===== src/include/vsc_consts.svh =====
// Register indices, field positions, reset values and bus codes of the slicer and clamp bank.
// Behaviour
// - Clamp disable bits 6,5,4 turn channel clamping off at 1; all reset 0.
// - Clamp test-select bit 3 selects test at 1, normal at 0; resets normal.
// - Missing double-word byte is filled with programmable 8-bit value, reset A0h.
// - Bits 7-6 pick blanking low-pass filter: 00 off, 01/10/11 types one-three.
// - Bits 5-0 hold sliced identification code for output; reset 22h.
// - Control-two bit 7 at 1 embeds video-loss indication in the output stream.
// - Sync-removal bit at 1 outputs sync-removed data, at 0 raw data.
// - Widescreen decoding happens only while decode enable is 1; disabled after reset.
// - Bits 4-0 give ancillary header framing code for sliced packets; reset 11h.
// - Ancillary packets of sliced data are emitted only while bit 7 is 1.
// - Active-period bit at 1 outputs sliced data while horizontal active is high.
// - Task select bit picks task A codes at 1, task B codes at 0.
// - Five-bit field picks odd-field caption decoding line; reset 15h.
// - Eight-bit register holds the slicer's initial slice level; reset 72h.
// - Read-only bit 7 reads 1 on widescreen check error, else 0.
// - Read-only bit reports widescreen detection field: 0 odd, 1 even.
// - Fourteen-bit widescreen word reads as bits 13-8 and bits 7-0.
// - Status bits 5,4,3 report weak, standard and non-interlaced signal.
// - Status bits 2,1,0 report widescreen, extended data and caption detected.
// - Read-only register shows the measured horizontal line frequency indicator.
// - Clamp mode bits 3-2: 0 sync top, 1 auto, 2 pedestal; reset 1.
// - Slice level select bits 1-0: 0 low, 1 medium, 2 high; reset 1.
`ifndef VSC_CONSTS_SVH
`define VSC_CONSTS_SVH

`define VSC_IDX_CLAMP_CONTROL_TWO      8'h31
`define VSC_IDX_MISSING_BYTE_FILL      8'h32
`define VSC_IDX_BLANKING_CONTROL_ONE   8'h33
`define VSC_IDX_BLANKING_CONTROL_TWO   8'h34
`define VSC_IDX_ANCILLARY_OUTPUT       8'h35
`define VSC_IDX_INITIAL_SLICE          8'h36
`define VSC_IDX_WIDESCREEN_HIGH        8'h37
`define VSC_IDX_WIDESCREEN_LOW         8'h38
`define VSC_IDX_SIGNAL_STATUS          8'h39
`define VSC_IDX_LINE_FREQUENCY         8'h3A
`define VSC_IDX_CLAMP_MODE             8'h3B

`define VSC_RST_CLAMP_CONTROL_TWO      8'h00
`define VSC_RST_MISSING_BYTE_FILL      8'hA0
`define VSC_RST_BLANKING_CONTROL_ONE   8'h22
`define VSC_RST_BLANKING_CONTROL_TWO   8'h11
`define VSC_RST_ANCILLARY_OUTPUT       8'h15
`define VSC_RST_INITIAL_SLICE          8'h72
`define VSC_RST_CLAMP_MODE             4'h5

`define VSC_POS_LUMA_DISABLE           6
`define VSC_POS_CHROMA_DISABLE         5
`define VSC_POS_THIRD_DISABLE          4
`define VSC_POS_TEST_SELECT            3
`define VSC_POS_DEBUG_CONTROL          7
`define VSC_POS_FILTER_CONTROL         2
`define VSC_POS_CURRENT_ONE            1
`define VSC_POS_CURRENT_TWO            0
`define VSC_POS_LOSS_ENABLE            7
`define VSC_POS_SYNC_REMOVAL           6
`define VSC_POS_WIDESCREEN_ENABLE      5
`define VSC_POS_ANCILLARY_ENABLE       7
`define VSC_POS_ACTIVE_PERIOD          6
`define VSC_POS_TASK_SELECT            5

`define VSC_RESP_OKAY                  2'h0
`define VSC_RESP_SLVERR                2'h2

`endif


===== src/include/vsc_pkg.sv =====
// Types shared by the slicer and clamp register bank.
package vsc_pkg;

  typedef struct packed {
    logic [7:0] clamp_two;
    logic [7:0] fill;
    logic [7:0] blank_one;
    logic [7:0] blank_two;
    logic [7:0] anc_ctl;
    logic [7:0] slice;
    logic [3:0] clamp_mode;
    logic       check_error;
    logic       field_flag;
    logic [13:0] ws_word;
    logic [5:0] status;
    logic [7:0] line_freq;
    logic       active_window;
    logic       aw_got;
    logic [7:0] aw_idx;
    logic       w_got;
    logic [7:0] w_data;
    logic       w_lane;
    logic       awready;
    logic       wready;
    logic       bvalid;
    logic [1:0] bresp;
    logic       arready;
    logic       rvalid;
    logic [7:0] rdata;
    logic [1:0] rresp;
  } vsc_state_t;

endpackage


===== src/logic/vsc_regs.sv =====
// AXI4-Lite register bank for clamp control, blanking slicer setup and widescreen status.
`timescale 1ns/1ns
`include "vsc_consts.svh"
module vsc_regs #(
  parameter int ADDR_W = 12
) (
  // Clock and reset.
  input  wire logic              aclk,
  input  wire logic              aresetn,
  // AXI4-Lite write address and data.
  input  wire logic [ADDR_W-1:0] s_axi_awaddr,
  input  wire logic [2:0]        s_axi_awprot,
  input  wire logic              s_axi_awvalid,
  output logic                   s_axi_awready,
  input  wire logic [31:0]       s_axi_wdata,
  input  wire logic [3:0]        s_axi_wstrb,
  input  wire logic              s_axi_wvalid,
  output logic                   s_axi_wready,
  // AXI4-Lite write response.
  output logic [1:0]             s_axi_bresp,
  output logic                   s_axi_bvalid,
  input  wire logic              s_axi_bready,
  // AXI4-Lite read.
  input  wire logic [ADDR_W-1:0] s_axi_araddr,
  input  wire logic [2:0]        s_axi_arprot,
  input  wire logic              s_axi_arvalid,
  output logic                   s_axi_arready,
  output logic [31:0]            s_axi_rdata,
  output logic [1:0]             s_axi_rresp,
  output logic                   s_axi_rvalid,
  input  wire logic              s_axi_rready,
  // Results from the decoding logic, same clock.
  input  wire logic              widescreen_strobe,
  input  wire logic [13:0]       widescreen_word,
  input  wire logic              widescreen_check_error,
  input  wire logic              widescreen_field_flag,
  input  wire logic              weak_signal_flag,
  input  wire logic              standard_signal_flag,
  input  wire logic              progressive_signal_flag,
  input  wire logic              extended_data_detected,
  input  wire logic              caption_detected,
  input  wire logic [7:0]        line_frequency_value,
  input  wire logic              horizontal_active,
  // Clamp controls.
  output logic                   clamp_debug_control,
  output logic                   luma_clamp_disable,
  output logic                   chroma_clamp_disable,
  output logic                   third_channel_clamp_disable,
  output logic                   clamp_test_select,
  output logic                   clamp_filter_control,
  output logic                   clamp_current_one,
  output logic                   clamp_current_two,
  output logic [1:0]             clamp_mode_field,
  // Slicer and ancillary controls.
  output logic [7:0]             missing_byte_value,
  output logic [1:0]             blanking_filter_select,
  output logic [5:0]             sliced_ident_code,
  output logic                   embedded_loss_enable,
  output logic                   sync_removal_select,
  output logic                   widescreen_decode_enable,
  output logic [4:0]             ancillary_framing_code,
  output logic                   ancillary_output_enable,
  output logic                   active_period_output,
  output logic                   active_output_window,
  output logic                   task_code_select,
  output logic [4:0]             odd_caption_line,
  output logic [7:0]             initial_slice_level,
  output logic [1:0]             slice_level_select
);
  import vsc_pkg::*;

  vsc_state_t state_ff;
  vsc_state_t nxt_state;
  logic       widescreen_detected;

  always_comb begin
    logic [7:0] rd_idx;
    logic       do_write;
    nxt_state = state_ff;
    rd_idx = s_axi_araddr[9:2];
    do_write = 1'b0;
    // Decoded results enter only from the decoding side, never from the bus.
    nxt_state.status[5] = weak_signal_flag;
    nxt_state.status[4] = standard_signal_flag;
    nxt_state.status[3] = progressive_signal_flag;
    nxt_state.status[1] = extended_data_detected;
    nxt_state.status[0] = caption_detected;
    nxt_state.line_freq = line_frequency_value;
    if (widescreen_strobe && state_ff.blank_two[`VSC_POS_WIDESCREEN_ENABLE]) begin
      nxt_state.ws_word     = widescreen_word;
      nxt_state.check_error = widescreen_check_error;
      nxt_state.field_flag  = widescreen_field_flag;
      nxt_state.status[2]   = 1'b1;
    end
    // Losing the enable drops the detected flag so stale words are not reported as live.
    if (!state_ff.blank_two[`VSC_POS_WIDESCREEN_ENABLE]) begin
      nxt_state.status[2] = 1'b0;
    end
    nxt_state.active_window = state_ff.anc_ctl[`VSC_POS_ACTIVE_PERIOD] & horizontal_active;
    // Write address and data are taken independently, in either order.
    if (s_axi_awvalid && state_ff.awready) begin
      nxt_state.aw_got = 1'b1;
      nxt_state.aw_idx = s_axi_awaddr[9:2];
    end
    if (s_axi_wvalid && state_ff.wready) begin
      nxt_state.w_got  = 1'b1;
      nxt_state.w_data = s_axi_wdata[7:0];
      nxt_state.w_lane = s_axi_wstrb[0];
    end
    if (nxt_state.aw_got && nxt_state.w_got && !state_ff.bvalid) begin
      do_write = 1'b1;
      nxt_state.aw_got = 1'b0;
      nxt_state.w_got  = 1'b0;
      nxt_state.bvalid = 1'b1;
      nxt_state.bresp  = `VSC_RESP_OKAY;
    end
    if (do_write) begin
      unique case (nxt_state.aw_idx)
        `VSC_IDX_CLAMP_CONTROL_TWO: begin
          if (nxt_state.w_lane) nxt_state.clamp_two = nxt_state.w_data;
        end
        `VSC_IDX_MISSING_BYTE_FILL: begin
          if (nxt_state.w_lane) nxt_state.fill = nxt_state.w_data;
        end
        `VSC_IDX_BLANKING_CONTROL_ONE: begin
          if (nxt_state.w_lane) nxt_state.blank_one = nxt_state.w_data;
        end
        `VSC_IDX_BLANKING_CONTROL_TWO: begin
          if (nxt_state.w_lane) nxt_state.blank_two = nxt_state.w_data;
        end
        `VSC_IDX_ANCILLARY_OUTPUT: begin
          if (nxt_state.w_lane) nxt_state.anc_ctl = nxt_state.w_data;
        end
        `VSC_IDX_INITIAL_SLICE: begin
          if (nxt_state.w_lane) nxt_state.slice = nxt_state.w_data;
        end
        `VSC_IDX_CLAMP_MODE: begin
          if (nxt_state.w_lane) nxt_state.clamp_mode = nxt_state.w_data[3:0];
        end
        `VSC_IDX_WIDESCREEN_HIGH, `VSC_IDX_WIDESCREEN_LOW,
        `VSC_IDX_SIGNAL_STATUS, `VSC_IDX_LINE_FREQUENCY: begin
          nxt_state.bresp = `VSC_RESP_OKAY;
        end
        default: begin
          nxt_state.bresp = `VSC_RESP_SLVERR;
        end
      endcase
    end
    if (state_ff.bvalid && s_axi_bready) begin
      nxt_state.bvalid = 1'b0;
    end
    // One read at a time; arready stays low until the answer is taken.
    if (s_axi_arvalid && state_ff.arready) begin
      nxt_state.rvalid = 1'b1;
      nxt_state.rresp  = `VSC_RESP_OKAY;
      unique case (rd_idx)
        `VSC_IDX_CLAMP_CONTROL_TWO:    nxt_state.rdata = state_ff.clamp_two;
        `VSC_IDX_MISSING_BYTE_FILL:    nxt_state.rdata = state_ff.fill;
        `VSC_IDX_BLANKING_CONTROL_ONE: nxt_state.rdata = state_ff.blank_one;
        `VSC_IDX_BLANKING_CONTROL_TWO: nxt_state.rdata = state_ff.blank_two;
        `VSC_IDX_ANCILLARY_OUTPUT:     nxt_state.rdata = state_ff.anc_ctl;
        `VSC_IDX_INITIAL_SLICE:        nxt_state.rdata = state_ff.slice;
        `VSC_IDX_WIDESCREEN_HIGH:      nxt_state.rdata = {state_ff.check_error,
                                                          state_ff.field_flag,
                                                          state_ff.ws_word[13:8]};
        `VSC_IDX_WIDESCREEN_LOW:       nxt_state.rdata = state_ff.ws_word[7:0];
        `VSC_IDX_SIGNAL_STATUS:        nxt_state.rdata = {2'h0, state_ff.status[5:3],
                                                          widescreen_detected,
                                                          state_ff.status[1:0]};
        `VSC_IDX_LINE_FREQUENCY:       nxt_state.rdata = state_ff.line_freq;
        `VSC_IDX_CLAMP_MODE:           nxt_state.rdata = {4'h0, state_ff.clamp_mode};
        default: begin
          nxt_state.rdata = 8'h00;
          nxt_state.rresp = `VSC_RESP_SLVERR;
        end
      endcase
    end
    if (state_ff.rvalid && s_axi_rready) begin
      nxt_state.rvalid = 1'b0;
    end
    nxt_state.awready = !nxt_state.aw_got && !nxt_state.bvalid;
    nxt_state.wready  = !nxt_state.w_got && !nxt_state.bvalid;
    nxt_state.arready = !nxt_state.rvalid;
  end

  always_ff @(posedge aclk) begin
    if (!aresetn) begin
      state_ff <= '0;
      state_ff.clamp_two  <= `VSC_RST_CLAMP_CONTROL_TWO;
      state_ff.fill       <= `VSC_RST_MISSING_BYTE_FILL;
      state_ff.blank_one  <= `VSC_RST_BLANKING_CONTROL_ONE;
      state_ff.blank_two  <= `VSC_RST_BLANKING_CONTROL_TWO;
      state_ff.anc_ctl    <= `VSC_RST_ANCILLARY_OUTPUT;
      state_ff.slice      <= `VSC_RST_INITIAL_SLICE;
      state_ff.clamp_mode <= `VSC_RST_CLAMP_MODE;
    end else begin
      state_ff <= nxt_state;
    end
  end

  assign widescreen_detected = state_ff.status[2];

  assign s_axi_awready = state_ff.awready;
  assign s_axi_wready  = state_ff.wready;
  assign s_axi_bvalid  = state_ff.bvalid;
  assign s_axi_bresp   = state_ff.bresp;
  assign s_axi_arready = state_ff.arready;
  assign s_axi_rvalid  = state_ff.rvalid;
  assign s_axi_rresp   = state_ff.rresp;
  assign s_axi_rdata   = {24'h000000, state_ff.rdata};

  assign clamp_debug_control         = state_ff.clamp_two[`VSC_POS_DEBUG_CONTROL];
  assign luma_clamp_disable          = state_ff.clamp_two[`VSC_POS_LUMA_DISABLE];
  assign chroma_clamp_disable        = state_ff.clamp_two[`VSC_POS_CHROMA_DISABLE];
  assign third_channel_clamp_disable = state_ff.clamp_two[`VSC_POS_THIRD_DISABLE];
  assign clamp_test_select           = state_ff.clamp_two[`VSC_POS_TEST_SELECT];
  assign clamp_filter_control        = state_ff.clamp_two[`VSC_POS_FILTER_CONTROL];
  assign clamp_current_one           = state_ff.clamp_two[`VSC_POS_CURRENT_ONE];
  assign clamp_current_two           = state_ff.clamp_two[`VSC_POS_CURRENT_TWO];
  assign clamp_mode_field            = state_ff.clamp_mode[3:2];
  assign slice_level_select          = state_ff.clamp_mode[1:0];
  assign missing_byte_value          = state_ff.fill;
  assign blanking_filter_select      = state_ff.blank_one[7:6];
  assign sliced_ident_code           = state_ff.blank_one[5:0];
  assign embedded_loss_enable        = state_ff.blank_two[`VSC_POS_LOSS_ENABLE];
  assign sync_removal_select         = state_ff.blank_two[`VSC_POS_SYNC_REMOVAL];
  assign widescreen_decode_enable    = state_ff.blank_two[`VSC_POS_WIDESCREEN_ENABLE];
  assign ancillary_framing_code      = state_ff.blank_two[4:0];
  assign ancillary_output_enable     = state_ff.anc_ctl[`VSC_POS_ANCILLARY_ENABLE];
  assign active_period_output        = state_ff.anc_ctl[`VSC_POS_ACTIVE_PERIOD];
  assign active_output_window        = state_ff.active_window;
  assign task_code_select            = state_ff.anc_ctl[`VSC_POS_TASK_SELECT];
  assign odd_caption_line            = state_ff.anc_ctl[4:0];
  assign initial_slice_level         = state_ff.slice;

endmodule // vsc_regs


===== config.mk =====
export PLATFORM = sky130hd
export DESIGN_NAME = vsc_regs
export DESIGN_NICKNAME = d
export VERILOG_FILES = /design/src/include/vsc_pkg.sv /design/src/logic/vsc_regs.sv
export VERILOG_INCLUDE_DIRS = /design/src /design/src/include
export SDC_FILE = /design/constraint.sdc
export NUM_CORES = 1
export LEC_CHECK = 0
export BUFFER_PORTS_ARGS = -buffer_cell sky130_fd_sc_hd__buf_4
export CORE_ASPECT_RATIO = 1.1
export CORE_MARGIN = 5
export CORE_UTILIZATION = 47
export CTS_BUF_LIST = sky130_fd_sc_hd__clkbuf_2
export DETAILED_ROUTE_END_ITERATION = 12
export PLACE_DENSITY_LB_ADDON = 0.08
export SLEW_MARGIN = 5
export SYNTH_ARGS = -nofsm -noshare
export SYNTH_HDL_FRONTEND = slang
export SYNTH_SLANG_ARGS = --single-unit

===== constraint.sdc =====
create_clock -name aclk -period 1.7 [get_ports aclk]
set_input_delay 0.17 -clock aclk [delete_from_list [all_inputs] [get_ports aclk]]
set_output_delay 0.17 -clock aclk [all_outputs]
set_load 0.05 [all_outputs]

# Word-level counts from Yosys, hierarchy flattened
# Cells that the tools add are included.
op_classes:
  div: 0
  n_lt_le_gt_ge: 0
  bitwise: 1
  add_sub_neg: 0
  multipliers: 0
  shift: 0
  eq_ne: 22
  n_mux: 13
  n_reduce_logical: 26
ops:
  columns: ["cell", "count"]
  rows:
  - ["8-bit by 6-bit == test with 1-bit output (second input constant)", 22]
  - ["8-bit one-hot mux with 11 select lines", 1]
  - ["3-bit AND reduction", 7]
  - ["11-bit two-way mux", 1]
  - ["11-bit OR reduction", 1]
  - ["1-bit logical AND", 10]
  - ["10-bit two-way mux", 1]
  - ["9-bit two-way mux", 1]
  - ["7-bit OR reduction", 1]
  - ["1-bit logical NOT", 5]
  - ["1-bit two-way mux", 5]
  - ["2-bit two-way mux", 2]
  - ["2-bit one-hot mux with 2 select lines", 1]
  - ["4-bit OR reduction", 1]
  - ["3-bit two-way mux", 1]
  - ["2-bit AND reduction", 1]
  - ["1-bit bitwise AND", 1]
totals:
  in_bits: 104
  mem_bits_rw: 0
  ff_bits: 119
  output_inout_bits: 94
  memories: 0
  mem_bits_ro: 0
  latch_bits: 0

# Logic depth before layout (Yosys ltp)
depth:
  word_depth: 8
  ltp_mapped: 8

# Least setup slack after synthesis
# OpenSTA, ideal clock, no wires.
synth_timing:
  path_kind: "reg2reg"
  startpoint: "register state_ff (netlist bit s_axi_wready)"
  endpoint: "register state_ff (netlist bit sliced_ident_code[1])"
  stages_incl_launch_ff: 6
  t_required_ps: 1579
  t_arrival_ps: 2112
  period_less_slack_ps: 2233
  setup_time_ps: 121
  n_path_buf: 0
  slack_ps: -533
  cell_sequence: "dfxtp_1 nand2_1 a31oi_1 nor2_2 nand4_4 mux2_2"
synth_between:
  elab_chain_len: 6
synth_lines:
  columns: ["item", "line_no", "text"]
  rows:
  - ["from (decl)", "vsc_regs.sv:72", "vsc_state_t state_ff;"]
  - ["from (signal assigned)", "vsc_regs.sv:197", "state_ff <= nxt_state;"]
  - ["1-bit logical AND (*)", "vsc_regs.sv:105", "if (s_axi_wvalid && state_ff.wready) begin"]
  - ["10-bit two-way mux (*)", "vsc_regs.sv:105", null]
  - ["1-bit logical AND (2 in series)", "vsc_regs.sv:110", "if (nxt_state.aw_got && nxt_state.w_got && !state_ff.bvalid) begin"]
  - ["1-bit two-way mux", "vsc_regs.sv:110", null]
  - ["3-bit AND reduction (no source line)", null, null]
# Mark *: on every way between the ends. The rest lies on a longest branch, timed or not.
# A chain may end at the register's enable or synchronous reset.

# Worst setup path after layout
layout_timing:
  startpoint: "input s_axi_araddr[3]"
  endpoint: "register state_ff (netlist bit s_axi_rresp[1])"
layout_between:
  elab_chain_len: 3
layout_lines:
  columns: ["item", "line_no", "text"]
  rows:
  - ["from (decl)", "vsc_regs.sv:24", "input wire logic [ADDR_W-1:0] s_axi_araddr,"]
  - ["8-bit by 6-bit == test with 1-bit output", "vsc_regs.sv:156", "unique case (rd_idx)"]
  - ["11-bit OR reduction (no source line) (*)", null, null]
  - ["2-bit two-way mux (*)", "vsc_regs.sv:156", null]
# Marks and branches as above.

==> results by group <==
Timing
  – Setup violations, final: 3
  – Worst clock skew: 0.0250 ns
  – Peak Freq: 577 MHz
  – Final Cycle Share: 1.02
  – RSZ-0062 raised after global routing: true
  – Final WS setup: -0.0329 ns
  – Final hold vios: 0
  – Post-layout min period: 1.73 ns
  – Worst rel slew slack: 0.646
  – Worst Tran Pin Value: 0.530 ns
  – Slew Viols, Final: 0

Floorplanning
  – Die ar.: 0.0143 mm2
  – Chip height: 125 um
  – Die Width: 114 um
  – Std-Cell Rows: 42
  – Ports: 198
  – Initial core utilization: 0.474
  – Core area: 0.0119 mm2

Layout
  – Layout filler cell count: 1059
  – Area of the multi-input gates: 0.00272 mm2
  – Post-Route Utilization: 0.646
  – Design Area, Final: 0.00767 mm2
  – Most frequent cells in the layout: buf_4, dfxtp_1, nand2_1, dlygate4sd3_1, mux2i_1
  – Commonest non-fill, non-tap cell in the layout: buf_4
  – Sequential cell area: 0.00238 mm2
  – Area growth, synth to finish: 36.4%
  – Layout cells sized above 1: 0.307
  – Nets@finish: 906

Pwr
  – Maximum vdd drop: 0.464 mV
  – Cell area power density: 660 mW/mm2
  – Pwr Total: 0.00506 W
  – Leakage power: 3.64 nW

Worst setup path
  – WS Path Type: input port to flop
  – Worst r2r src: s_axi_awready
  – Worst setup path end: s_axi_rresp[1]
  – Critical Path AT: 2.36 ns
  – Critical path's top delay family: buffers and inverters
  – Slowest stage delay, CP: 0.58 ns
  – FF-to-FF setup slack: -0.02 ns
  – Startpoint types: input port
  – Worst Path Required: 2.32 ns
  – Slowest stage cell on the critical path: dlygate4sd3_1
  – CP max FO: 13
  – Critical path depth: 7
  – Critical path capture point type: flop
  – Worst reg2reg endpoint: initial_slice_level[1]
  – Worst Setup SP: s_axi_araddr[3]
  – CP Buf/Inv Count: 4
  – R2R cell count: 6
  – CP Cell Sequence: dlygate4sd3_1 > buf_4 > buf_4 > nor4_2 > a2111oi_4 > nor3_1 > dlygate4sd3_1

Global route
  – Met3 Track Usage GR: 0.0564
  – First-pass GRT wire length: 25300 um
  – GR peak layer: met2
  – Gr ovfl total: 0
  – GR Layer Usage met2: 0.396
  – Initial antenna violation count: 1
  – Largest net degree at the start of global routing: 45
  – Global Route Usage Sum: 0.229
  – Vias in the first global route: 5005
  – Met1 Track Usage GR: 0.262

Logic synthesis
  – Cells after Synth: 607
  – Largest family of logic cells by synthesized area: simple AND/OR/NAND/NOR gates
  – Synth Area in Simple Gates: 0.183
  – Synth warnings: 0
  – Xor and xnor area share after synthesis: 0
  – Synth area leader: dfxtp_1
  – Post-synth top area share: 0.420
  – Post-synth EDFFs: 0
  – Ys flop type: dfxtp_1
  – Post-synthesis mux area share: 0.162
  – Synth Area in Adders: 0
  – Synth Register Bits: 118
  – Post-Syn Area: 0.00563 mm2
  – Post-synthesis sequential area ratio: 0.420
  – Synth top area cells: dfxtp_1, mux2i_1, buf_4, nand2_1, a21oi_1
  – Ys async rst share: 0
  – Compound-Gate Fraction of Synth Area: 0.107
  – Synth cell types: 60
  – Syn_area_per_cell: 9.27 um2

Routing
  – Vias per cell: 5.10
  – Routed WL: 16300 um
  – First-pass DRT Iterations: 5
  – WL/cell: 16.9 um
  – Via count: 4927
  – DR iter-0 viols: 271
  – # DRC: 0
  – Antenna viol nets, final: 0

Clock tree
  – Clk Latency, worst-skew pair: 0.68 ns
  – CTS buffer count: 17
  – CTS Root Cell: clkbuf_2
  – Clock sink total: 118
  – H-tree Lvls: 4
  – Max Root-Sink Buffers: 2
  – TritonCTS clock tree: yes
  – Clock-pin slew on the worst setup and hold paths: 0.17 ns

Worst hold path
  – Worst hold path class: input port to flop
  – Hold depth: 5

Run status
  – Run status: finished, violations left
  – Failing checks: negative setup slack

Place
  – Routability-driven placement congestion ratio: 0.865
  – Port Buffers: 131
  – DPL Wire Length: 11800 um
  – Placed Area: 0.00661 mm2

Job
  – Max-Cap Viols: 0
-- per-layer routing --
| metal | vias to the layer above | part of all wire | wire, um |
|---|---|---|---|
| met3 | 27 | 0.063 | 1030 |
| met4 | 0 | 0.030 | 485 |
| met2 | 176 | 0.51 | 8290 |
| li1 | 2404 | - | - |
| met5 | - | 0 | 0 |
| met1 | 2320 | 0.40 | 6500 |
-- worst register-to-register path: stages (launching register included) --
cell	delay, ns
dfxtp_4	0.40
nand2_4	0.07
mux2_4	0.32
nor4_4	0.28
buf_6	0.19
nand2_8	0.09
mux2_4	0.30
-- synth_stat cells (9+ instances only) --
| cell | n |
|---|---|
| dfxtp_1 | 118 |
| nand2_1 | 97 |
| buf_4 | 74 |
| mux2i_1 | 63 |
| a21oi_1 | 33 |
| nor2_1 | 32 |
| and2_1 | 24 |
| clkbuf_1 | 18 |
| o21ai_0 | 12 |
| inv_1 | 11 |
| mux2_2 | 9 |
| nand2b_1 | 9 |
-- stage by stage --
stage	setup slack (ns)	hold slack (ns)	std cells	setup TNS (ns)
6_report	-0.0329	0.152	967	-0.0521
3_3_place_gp	-0.0988	0.383	855	-0.707
2_1_floorplan	-0.175	0.286	631	-1.52
5_1_grt	-0.0947	0.167	967	-1.77
4_1_cts	-0.0400	0.0518	961	-0.0826
3_5_place_dp	-0.100	0.385	855	-0.947
-- sequential cells by signal, summed over array words and instances (netlist names), 5 cells and up, named ones only --
signal	count
s_axi_rdata	8
missing_byte_value	8
initial_slice_level	8
odd_caption_line	5
state_ff	49
ancillary_framing_code	5
sliced_ident_code	6
-- layout make-up --
type | count | area share
multi-input combinational | 400 | 0.354
sequential | 118 | 0.310
timing repair buffer | 254 | 0.287
tap | 154 | 0.0251
clock buffer | 20 | 0.0130
inverter | 11 | 0.00538
clock inverter | 9 | 0.00522
antenna | 1 | 0.000326
-- worst min path at each step --
stage,from,endpoint,slack [ns]
after detailed placement,line_frequency_value[4],state_ff[41],0.38
after global routing,s_axi_araddr[9],s_axi_rdata[0],0.17
final,s_axi_araddr[9],s_axi_rdata[1],0.15
after floorplan,widescreen_strobe,state_ff[47],0.29
after global placement,line_frequency_value[4],state_ff[41],0.38
after CTS,s_axi_araddr[9],s_axi_rdata[1],0.05
-- power breakdown --
group          leakage [nW]  switching, W  internal [W]
logic                  2.57      0.000494      0.000404
registers             0.960     0.0000302       0.00282
clock network         0.109      0.000972      0.000341
-- what timing repair did --
action	CTS	global route
gates resized for setup	11	10
setup endpoints to repair	12	40
hold buffers	77	0
hold endpoints to repair	118	0
pin swaps	1	5
setup buffers	0	5
-- cells by family (layout without fill, tap and decap cells) --
| kind of cell | count (synthesis) | in the layout |
|---|---|---|
| AOI/OAI and AO/OA | 90 | 90 |
| DFF | 118 | 118 |
| other | 1 | 26 |
| and+or+nand+nor | 204 | 204 |
| buffers and inverters | 113 | 294 |
| muxes | 81 | 81 |
Power figures use the tool's default switching activity.
